<file path="src/dscp_pkg.sv">
// Shared constants, types and encodings of the serial control port.
package dscp_pkg;

    // ****************************************************************
    // Word layout and register map
    // ****************************************************************
    localparam int unsigned WORD_W      = 16;
    localparam int unsigned ADDR_W      = 7;
    localparam int unsigned DATA_W      = 9;
    localparam int unsigned BYTE_W      = 8;
    localparam logic [6:0]  CHAIN_REG   = 7'h08;  // Register holding chain enable.
    localparam int unsigned CHAIN_BIT   = 5;
    localparam logic [8:0]  REG_RESET   = 9'h000;
    localparam logic [6:0]  NULL_REG    = 7'h7f;  // Writes here change nothing.
    localparam logic [15:0] SHIFT_RESET = 16'hffff;

    // ****************************************************************
    // Two-wire bus addresses and byte positions
    // ****************************************************************
    localparam logic [6:0]  DEV_ADDR_LOW  = 7'h1a;  // 0011010
    localparam logic [6:0]  DEV_ADDR_HIGH = 7'h1b;  // 0011011
    localparam logic [1:0]  BYTE_DEV      = 2'h0;
    localparam logic [1:0]  BYTE_HI       = 2'h1;
    localparam logic [1:0]  BYTE_LO       = 2'h2;
    localparam logic [2:0]  BIT_LAST      = 3'h7;

    // ****************************************************************
    // Timing
    // ****************************************************************
    localparam int unsigned CLK_PERIOD_NS = 50;
    localparam int unsigned PROBE_TIME_NS = 1000;  // Each pull phase of the mode probe.
    localparam int unsigned PROBE_CYCLES  =
        (PROBE_TIME_NS + CLK_PERIOD_NS - 1) / CLK_PERIOD_NS;
    localparam int unsigned SYNC_STAGES   = 2;

    // ****************************************************************
    // Types
    // ****************************************************************
    typedef enum logic [1:0] {
        DSCP_MODE_HW,
        DSCP_MODE_WIRE3,
        DSCP_MODE_WIRE2
    } dscp_mode_t;

    typedef enum logic [1:0] {
        DSCP_TW_IDLE,
        DSCP_TW_SHIFT,
        DSCP_TW_ACK,
        DSCP_TW_WAIT_STOP
    } dscp_tw_state_t;

    typedef struct packed {
        logic [6:0] addr;
        logic [8:0] data;
    } dscp_word_t;

    typedef struct packed {
        logic       valid;
        dscp_word_t word;
    } dscp_write_t;

endpackage : dscp_pkg

</file>
<file path="src/dscp_port.sv">
// Serial control port: mode selection, 3-wire and 2-wire receivers, chaining.
`timescale 1ns/1ps
`default_nettype none
module dscp_port
    import dscp_pkg::*;
#(
    parameter int unsigned REG_COUNT = 9,
    parameter int unsigned HW_PINS   = 8
) (
    input  wire logic                        clk,
    input  wire logic                        rst_n,
    input  wire logic                        control_mode_select_pin,
    output logic                             mode_probe_pull_up,
    input  wire logic                        diff_mono_force_pin,
    input  wire logic                        control_serial_clock,
    input  wire logic                        control_data_in,
    output logic                             control_data_out,
    output logic                             control_data_oe,
    input  wire logic                        control_latch,
    input  wire logic                        bus_address_select,
    output logic                             chain_data_out,
    output logic                             chain_data_oe,
    input  wire logic                        device_ready,
    input  wire logic [HW_PINS-1:0]          hw_config_pins,
    output logic [HW_PINS-1:0]               hw_config_applied,
    output dscp_mode_t                       control_mode,
    output logic                             diff_mono_active,
    output logic [REG_COUNT*DATA_W-1:0]      regs_flat
);

    localparam int unsigned SYNC_W = 7 + HW_PINS;
    localparam int unsigned PCNT_W = $clog2(PROBE_CYCLES + 1);

    // ****************************************************************
    // Pin synchronisation
    // ****************************************************************
    logic [SYNC_W-1:0]  sync_v;
    logic               mode_s;
    logic               diff_s;
    logic               scl_s;
    logic               sda_s;
    logic               latch_s;
    logic               addr_sel_s;
    logic               ready_s;
    logic [HW_PINS-1:0] hw_s;

    dscp_sync #(
        .WIDTH (SYNC_W)
    ) u_sync (
        .clk      (clk),
        .rst_n    (rst_n),
        .async_in ({hw_config_pins, device_ready, bus_address_select, control_latch,
                    control_data_in, control_serial_clock, diff_mono_force_pin,
                    control_mode_select_pin}),
        .sync_out (sync_v)
    );

    assign {hw_s, ready_s, addr_sel_s, latch_s, sda_s, scl_s, diff_s, mode_s} = sync_v;

    // Edge detection works on synchronised levels only.
    logic scl_d_r;
    logic sda_d_r;
    logic latch_d_r;
    logic scl_rise;
    logic scl_fall;
    logic latch_rise;
    logic tw_start;
    logic tw_stop;

    always_ff @(posedge clk or negedge rst_n) begin
        if (!rst_n) begin
            scl_d_r   <= 1'b0;
            sda_d_r   <= 1'b1;
            latch_d_r <= 1'b1;
        end else begin
            scl_d_r   <= scl_s;
            sda_d_r   <= sda_s;
            latch_d_r <= latch_s;
        end
    end

    assign scl_rise   = scl_s & ~scl_d_r;
    assign scl_fall   = ~scl_s & scl_d_r;
    assign latch_rise = latch_s & ~latch_d_r;
    // A data change while the clock stays high marks start or stop.
    assign tw_start   = scl_s & scl_d_r & sda_d_r & ~sda_s;
    assign tw_stop    = scl_s & scl_d_r & ~sda_d_r & sda_s;

    // ****************************************************************
    // Mode selection
    // ****************************************************************
    // The mode pin is probed with alternating weak pulls: a pin that
    // follows the pull is floating. Sampling waits a full phase so the
    // pad and the synchroniser have settled.
    logic [PCNT_W-1:0] probe_cnt_r;
    logic [PCNT_W-1:0] probe_cnt_nxt;
    logic              probe_up_r;
    logic              probe_up_nxt;
    logic              seen_up_r;
    logic              seen_up_nxt;
    dscp_mode_t        pin_mode_r;
    dscp_mode_t        pin_mode_nxt;

    always_comb begin
        probe_cnt_nxt = probe_cnt_r + PCNT_W'(1);
        probe_up_nxt  = probe_up_r;
        seen_up_nxt   = seen_up_r;
        pin_mode_nxt  = pin_mode_r;
        if (probe_cnt_r == PCNT_W'(PROBE_CYCLES - 1)) begin
            probe_cnt_nxt = '0;
            probe_up_nxt  = ~probe_up_r;
            if (probe_up_r) begin
                seen_up_nxt = mode_s;
            end else if (seen_up_r && !mode_s) begin
                pin_mode_nxt = DSCP_MODE_WIRE2;
            end else if (mode_s) begin
                pin_mode_nxt = DSCP_MODE_WIRE3;
            end else begin
                pin_mode_nxt = DSCP_MODE_HW;
            end
        end
    end

    always_ff @(posedge clk or negedge rst_n) begin
        if (!rst_n) begin
            probe_cnt_r <= '0;
            probe_up_r  <= 1'b1;
            seen_up_r   <= 1'b0;
            pin_mode_r  <= DSCP_MODE_HW;
        end else begin
            probe_cnt_r <= probe_cnt_nxt;
            probe_up_r  <= probe_up_nxt;
            seen_up_r   <= seen_up_nxt;
            pin_mode_r  <= pin_mode_nxt;
        end
    end

    assign mode_probe_pull_up = probe_up_r;

    assign control_mode     = diff_s ? DSCP_MODE_HW : pin_mode_r;
    assign diff_mono_active = diff_s;

    assign hw_config_applied = (control_mode == DSCP_MODE_HW) ? hw_s : '0;

    // ****************************************************************
    // Three-wire receiver and chain output
    // ****************************************************************
    logic [WORD_W-1:0] shift_r;
    logic [WORD_W-1:0] shift_nxt;
    logic              chain_q_r;
    logic              chain_q_nxt;
    dscp_write_t       w3_wr;
    logic              wire3;
    logic              chain_en;

    assign wire3 = (control_mode == DSCP_MODE_WIRE3);

    always_comb begin
        shift_nxt   = shift_r;
        chain_q_nxt = chain_q_r;
        if (wire3 && scl_rise) begin
            chain_q_nxt = shift_r[WORD_W-1];
            shift_nxt   = {shift_r[WORD_W-2:0], sda_s};
        end
    end

    // Reset to ones so a chained neighbour sees the null register.
    always_ff @(posedge clk or negedge rst_n) begin
        if (!rst_n) begin
            shift_r   <= SHIFT_RESET;
            chain_q_r <= 1'b1;
        end else begin
            shift_r   <= shift_nxt;
            chain_q_r <= chain_q_nxt;
        end
    end

    assign w3_wr.valid     = wire3 & latch_rise;
    assign w3_wr.word.addr = shift_r[WORD_W-1 -: ADDR_W];
    assign w3_wr.word.data = shift_r[DATA_W-1:0];

    assign chain_data_oe  = wire3 & chain_en;
    assign chain_data_out = chain_q_r;

    // ****************************************************************
    // Two-wire receiver
    // ****************************************************************
    dscp_tw_state_t     tw_state_r;
    dscp_tw_state_t     tw_state_nxt;
    logic [2:0]         bit_cnt_r;
    logic [2:0]         bit_cnt_nxt;
    logic [1:0]         byte_idx_r;
    logic [1:0]         byte_idx_nxt;
    logic               byte_done_r;
    logic               byte_done_nxt;
    logic [BYTE_W-1:0]  rx_byte_r;
    logic [BYTE_W-1:0]  rx_byte_nxt;
    logic [BYTE_W-1:0]  hi_byte_r;
    logic [BYTE_W-1:0]  hi_byte_nxt;
    logic               ack_r;
    logic               ack_nxt;
    dscp_write_t        w2_wr;
    logic               wire2;
    logic [6:0]         own_addr;

    assign wire2 = (control_mode == DSCP_MODE_WIRE2);

    assign own_addr = addr_sel_s ? DEV_ADDR_HIGH : DEV_ADDR_LOW;

    always_comb begin
        tw_state_nxt  = tw_state_r;
        bit_cnt_nxt   = bit_cnt_r;
        byte_idx_nxt  = byte_idx_r;
        byte_done_nxt = byte_done_r;
        rx_byte_nxt   = rx_byte_r;
        hi_byte_nxt   = hi_byte_r;
        ack_nxt       = ack_r;
        w2_wr         = '0;
        if (!wire2 || tw_stop) begin
            tw_state_nxt = DSCP_TW_IDLE;
            ack_nxt      = 1'b0;
        end else if (tw_start) begin
            ack_nxt = 1'b0;
            if (tw_state_r == DSCP_TW_IDLE || tw_state_r == DSCP_TW_WAIT_STOP) begin
                tw_state_nxt  = DSCP_TW_SHIFT;
                bit_cnt_nxt   = '0;
                byte_idx_nxt  = BYTE_DEV;
                byte_done_nxt = 1'b0;
            end else begin
                tw_state_nxt = DSCP_TW_IDLE;
            end
        end else begin
            case (tw_state_r)
                DSCP_TW_SHIFT: begin
                    if (scl_rise && !byte_done_r) begin
                        rx_byte_nxt   = {rx_byte_r[BYTE_W-2:0], sda_s};
                        bit_cnt_nxt   = bit_cnt_r + 3'h1;
                        byte_done_nxt = (bit_cnt_r == BIT_LAST);
                    end else if (scl_fall && byte_done_r) begin
                        byte_done_nxt = 1'b0;
                        if (byte_idx_r != BYTE_DEV
                            || (rx_byte_r[BYTE_W-1:1] == own_addr && !rx_byte_r[0])) begin
                            tw_state_nxt = DSCP_TW_ACK;
                            ack_nxt      = 1'b1;
                        end else begin
                            tw_state_nxt = DSCP_TW_IDLE;
                        end
                    end
                end
                DSCP_TW_ACK: begin
                    // Release the line after the acknowledge clock pulse.
                    if (scl_fall) begin
                        ack_nxt = 1'b0;
                        if (byte_idx_r == BYTE_LO) begin
                            w2_wr.valid     = 1'b1;
                            w2_wr.word      = {hi_byte_r, rx_byte_r};
                            tw_state_nxt    = DSCP_TW_WAIT_STOP;
                        end else begin
                            if (byte_idx_r == BYTE_HI) begin
                                hi_byte_nxt = rx_byte_r;
                            end
                            byte_idx_nxt = byte_idx_r + 2'h1;
                            tw_state_nxt = DSCP_TW_SHIFT;
                        end
                    end
                end
                DSCP_TW_WAIT_STOP: begin
                    tw_state_nxt = DSCP_TW_WAIT_STOP;
                end
                default: begin
                    tw_state_nxt = DSCP_TW_IDLE;
                end
            endcase
        end
    end

    always_ff @(posedge clk or negedge rst_n) begin
        if (!rst_n) begin
            tw_state_r  <= DSCP_TW_IDLE;
            bit_cnt_r   <= '0;
            byte_idx_r  <= BYTE_DEV;
            byte_done_r <= 1'b0;
            rx_byte_r   <= '0;
            hi_byte_r   <= '0;
            ack_r       <= 1'b0;
        end else begin
            tw_state_r  <= tw_state_nxt;
            bit_cnt_r   <= bit_cnt_nxt;
            byte_idx_r  <= byte_idx_nxt;
            byte_done_r <= byte_done_nxt;
            rx_byte_r   <= rx_byte_nxt;
            hi_byte_r   <= hi_byte_nxt;
            ack_r       <= ack_nxt;
        end
    end

    // Open drain: only ever pulls the data line low.
    assign control_data_out = 1'b0;
    assign control_data_oe  = ack_r;

    // ****************************************************************
    // Commit into the register bank
    // ****************************************************************
    dscp_write_t commit;

    always_comb begin
        commit       = w3_wr.valid ? w3_wr : w2_wr;
        commit.valid = commit.valid & ready_s & (commit.word.addr != NULL_REG);
    end

    dscp_reg_bank #(
        .REG_COUNT (REG_COUNT)
    ) u_bank (
        .clk       (clk),
        .rst_n     (rst_n),
        .wr        (commit),
        .regs_flat (regs_flat)
    );

    assign chain_en = regs_flat[int'(CHAIN_REG) * DATA_W + CHAIN_BIT];

endmodule : dscp_port
`default_nettype wire

</file>
<file path="src/dscp_sync.sv">
// Two-stage synchroniser for a group of asynchronous pin levels.
`timescale 1ns/1ps
`default_nettype none
module dscp_sync
    import dscp_pkg::*;
#(
    parameter int unsigned WIDTH = 1
) (
    input  wire logic             clk,
    input  wire logic             rst_n,
    input  wire logic [WIDTH-1:0] async_in,
    output logic      [WIDTH-1:0] sync_out
);

    logic [WIDTH-1:0] meta_r;
    logic [WIDTH-1:0] meta_nxt;
    logic [WIDTH-1:0] sync_r;
    logic [WIDTH-1:0] sync_nxt;

    // The first stage feeds only the second stage.
    always_comb begin
        meta_nxt = async_in;
        sync_nxt = meta_r;
    end

    // Both stages reset low.
    always_ff @(posedge clk or negedge rst_n) begin
        if (!rst_n) begin
            meta_r <= '0;
            sync_r <= '0;
        end else begin
            meta_r <= meta_nxt;
            sync_r <= sync_nxt;
        end
    end

    assign sync_out = sync_r;

endmodule : dscp_sync
`default_nettype wire

</file>
<file path="src/dscp_reg_bank.sv">
// Register bank written by committed control words.
`timescale 1ns/1ps
`default_nettype none
module dscp_reg_bank
    import dscp_pkg::*;
#(
    parameter int unsigned REG_COUNT = 9
) (
    input  wire logic                        clk,
    input  wire logic                        rst_n,
    input  wire dscp_write_t                 wr,
    output logic [REG_COUNT*DATA_W-1:0]      regs_flat
);

    logic [DATA_W-1:0] regs_r   [REG_COUNT];
    logic [DATA_W-1:0] regs_nxt [REG_COUNT];

    // Addresses past the bank, including the null register, are dropped.
    always_comb begin
        for (int i = 0; i < REG_COUNT; i++) begin
            regs_nxt[i] = regs_r[i];
            if (wr.valid && (wr.word.addr == ADDR_W'(i))) begin
                regs_nxt[i] = wr.word.data;
            end
        end
    end

    always_ff @(posedge clk or negedge rst_n) begin
        if (!rst_n) begin
            for (int i = 0; i < REG_COUNT; i++) begin
                regs_r[i] <= REG_RESET;
            end
        end else begin
            regs_r <= regs_nxt;
        end
    end

    // Flatten the bank for the downstream audio logic.
    genvar g;
    generate
        for (g = 0; g < REG_COUNT; g++) begin : g_flat
            assign regs_flat[g*DATA_W +: DATA_W] = regs_r[g];
        end
    endgenerate

endmodule : dscp_reg_bank
`default_nettype wire

</file>
<file path="config.mk">
export PLATFORM = sky130hd
export DESIGN_NAME = dscp_port
export DESIGN_NICKNAME = d
export VERILOG_FILES = /design/src/dscp_pkg.sv /design/src/dscp_port.sv /design/src/dscp_sync.sv /design/src/dscp_reg_bank.sv
export SDC_FILE = /design/constraint.sdc
export NUM_CORES = 1
export LEC_CHECK = 0
export BUFFER_PORTS_ARGS = -buffer_cell sky130_fd_sc_hd__buf_2
export CAP_MARGIN = 20
export CORE_ASPECT_RATIO = 1.75
export CORE_MARGIN = 3
export CORE_UTILIZATION = 38
export DETAILED_ROUTE_END_ITERATION = 10
export HOLD_SLACK_MARGIN = 0.08
export PLACE_DENSITY = 0.6
export SLEW_MARGIN = 20
export SYNTH_ARGS = -nofsm -noshare
export SYNTH_HDL_FRONTEND = slang
export SYNTH_SLANG_ARGS = --single-unit
</file>
<file path="constraint.sdc">
create_clock -name clk -period 5 [get_ports clk]
set_input_delay 0 -clock clk [delete_from_list [all_inputs] [get_ports clk]]
set_output_delay 0 -clock clk [all_outputs]
set_load 0.01 [all_outputs]
</file>
==> run_results.csv <==
group,metric,value,unit
synth,synth-edff-count,0,
timing,drv_slew,0,
place,postPlaceCellArea,0.007345,sq mm
place,dp.cells,774,
floorplanning,ios,114,
place,numPortBuffers,112,
cells_and_area,n_fill_cell,1496,
critical_path,crit_type,"reg2reg",
timing,worst_slack,1941,ps
detailed_routing,vias_per_cell,4.957,
synth,async_reset_ff_share,100.0,%
global_routing,grt_usage,15.66,%
power,p_total,2.760,mW
cells_and_area,antenna_cells,0,
detailed_routing,vias,4075,
clock_tree,root_buffer,"clkbuf_16",
clock_tree,ctsHoldBuffers,16,
place,place.gp.congestion,0.9255,
global_routing,grt_pass1_vias,4322,
floorplanning,die-area,0.01885,sq mm
timing,fmax,326.9,MHz
timing,setup_viol,0,
synth,synth_cells,445,
timing,clock_skew,14.03,ps
critical_path,r2r_slack,1940,ps
clock_tree,cts_max_level,4,
critical_path,worstPathCellList,"inv_1 > ha_1 > and4b_1 > nand4b_1 > o41ai_1 > nor2b_1 > mux2_2",
clock_tree,clk_pin_slew,70,ps
timing,rsz0062_at_grt,"false",
synth,synth.avg_cell_area,14.67,sq um
critical_path,slowest_delay,730,ps
critical_path,cpMaxStageDelayCell,"nor2b_1",
synth,synth-seq-area-share,63.65,%
synth,syn_area,0.006526,sq mm
critical_path,critPathTopFamily,"simple AND/OR/NAND/NOR gates",
critical_path,crit_path_start_kind,"flip-flop",
timing,timing.slew.headroom,40.60,%
timing,finalSetupTns,0,ps
timing,hold_viol_final,0,
cells_and_area,area_growth,24.16,%
power,ir_worst_vdd,194.7,uV
detailed_routing,remaining_drc_errors,0,
cells_and_area,fin_area,0.008103,sq mm
floorplanning,start_util,39.31,%
global_routing,grt_pass1_wl,22.96,mm
status,outcome,"completed",
detailed_routing,drt-total-wl,14.05,mm
run,max_cap_violations,0,
timing,fin_crit_sh,61.17,%
detailed_routing,final_antenna_net_count,0,
critical_path,critPathArrivalTime,3350,ps
synth,synth_ff_type,"dfrtp_1",
detailed_routing,drtPass1Iterations,5,
global_routing,antenna_found_initial,0,
global_routing,grt_max_degree,116,
clock_tree,cts_resized,0,
critical_path,end_kind,"flip-flop",
clock_tree,clockBufferDepth,2,
place,dpl_worst_slack,1975,ps
cells_and_area,final-seq-area,0.004154,sq mm
floorplanning,die-width,105.1,microns
cells_and_area,layout.cells.non_filler,822,
cells_and_area,final_layout_size_suffix_gt1_share,44.15,%
synth,yosysUniqueCellTypes,50,
floorplanning,die_y,179.4,microns
power,powerDensity,340.6,mW/mm^2
clock_tree,clock_sinks,165,
place,hpwl,10.26,mm
critical_path,r2r_cells,7,
global_routing,overflow,0,
timing,tightest_slew,891.1,ps
synth,syn_nets,472,
worst_hold_path,hold_path.class,"in2reg",
detailed_routing,drt_iter0_markers,132,
timing,fin_crit,3059,ps
critical_path,path_buf_inv,1,
worst_hold_path,worstHoldPathCells,2,
critical_path,timing.rr.start,"tw_state_r[0]",
clock_tree,clock_latency,420,ps
synth,ys_seq_elements,165,
critical_path,r2r-end,"u_bank.regs_flat[7]",
power,p_leak,4.147,nW
cells_and_area,finalNetCount,612,
clock_tree,numCtsBuffers,17,
synth,yosys_warnings,0,
detailed_routing,wl_per_cell,17.09,microns
clock_tree,postCtsSetupBuffers,0,
cells_and_area,multi_input_area,0.002291,sq mm
floorplanning,num_rows,62,
clock_tree,cts_tree,"yes",
worst_hold_path,hold_start,"hw_config_pins[3]",
critical_path,cp.required,5290,ps
critical_path,cp_max_fo,9,
floorplanning,core-area,0.01660,sq mm
worst_hold_path,min_to,"u_sync.meta_r[10]",
==> worst max path at each step <==
stage                   from                   end  slack, ps  cells past startpoint
4_1_cts        tw_state_r[0]   u_bank.regs_flat[7]       1960                      7
2_1_floorplan  tw_state_r[0]  u_bank.regs_flat[42]       2430                      9
3_3_place_gp   tw_state_r[0]   u_bank.regs_flat[3]       2100                      7
3_5_place_dp   tw_state_r[0]   u_bank.regs_flat[0]       1980                      7
6_report       tw_state_r[0]   u_bank.regs_flat[7]       1940                      7
5_1_grt        tw_state_r[0]   u_bank.regs_flat[8]       1590                      7
==> cell usage after synthesis (3+ instances only) <==
cell | n | area, sq um
a21oi_1 | 3 | 15.01
a22o_1 | 10 | 87.58
and2_1 | 9 | 56.30
clkbuf_1 | 5 | 18.77
dfrtp_1 | 145 | 3628
dfstp_2 | 20 | 525.5
ha_1 | 10 | 125.1
inv_1 | 10 | 37.54
mux2_1 | 22 | 247.7
mux2_2 | 94 | 1059
mux2i_1 | 3 | 30.03
nand2_1 | 21 | 78.83
nand2b_1 | 4 | 25.02
nand3_1 | 9 | 45.04
nand3_2 | 3 | 30.03
nand3b_1 | 3 | 22.52
nor2_1 | 13 | 48.80
nor2b_1 | 4 | 25.02
o21ai_0 | 11 | 55.05
xnor2_1 | 3 | 26.28
==> where the power goes <==
group / internal (mW) / switching, mW
clock network: 0.752 / 0.555
logic: 0.0307 / 0.0457
registers: 1.36 / 0.0140
==> stage by stage <==
| step | util (%) | hold WS (ps) |
|---|---|---|
| floorplan | - | -295.6 |
| global placement | 44.24 | 107.9 |
| detailed placement | 44.24 | 109.3 |
| CTS | 48.79 | 193.3 |
| global route | 48.81 | 201.3 |
| finish | 48.81 | 214.6 |
==> sequential cells by signal, indices dropped and copies added, names as in the netlist, 2 cells and up <==
name              flops
u_bank.regs_flat     81
pin_mode_r            2
probe_cnt_r           5
tw_state_r            2
rx_byte_r             8
hi_byte_r             8
byte_idx_r            2
u_sync.meta_r        15
shift_r              16
u_sync.sync_out      15
bit_cnt_r             3
==> placed cells by master, fill, tap and decap left out, types with 4 or more instances in the layout <==
cell type | Yosys | routed
ha_1 | 10 | 10
clkbuf_16 | 0 | 17
nand2b_1 | 4 | 4
nand3_1 | 9 | 9
a22o_1 | 10 | 10
o21ai_0 | 11 | 11
and2_1 | 9 | 9
nor2b_1 | 4 | 4
dfstp_2 | 20 | 20
dlygate4sd3_1 | 0 | 16
dfrtp_1 | 145 | 145
mux2_1 | 22 | 22
nor2_1 | 13 | 13
inv_1 | 10 | 10
mux2_2 | 94 | 94
nand2_1 | 21 | 21
buf_2 | 2 | 111
==> layer usage <==
layer	wire length [microns]	vias to the layer above	GRT usage, %
met5	0	-	0
met4	340	0	6.842
met3	493	23	3.442
met2	7966	99	29.61
met1	5248	2069	16.60
li1	-	1884	-
==> cell type report <==
cell class / instances / share of cell area [%]
clock buffers: 18 / 5.296
clock inverters: 14 / 2.054
inverters: 10 / 0.4632
multi-input cells: 261 / 28.27
flip-flops and latches: 165 / 51.27
well taps: 224 / 3.459
repair buffers: 130 / 9.188
==> cell families after synthesis <==
kind of cell             after synthesis  share of synthesized area (%)
AND/OR/NAND/NOR                       84                          7.400
multiplexers                         119                          20.48
flip-flops                           165                          63.65
adder cells (fa/ha/maj)               10                          1.917
AO/OA/AOI/OAI                         42                          4.582
other                                  1                        0.05746
XOR/XNOR                               5                         0.6711
buffers and inverters                 19                          1.246
No activity file was read; power rests on OpenSTA's default activity.
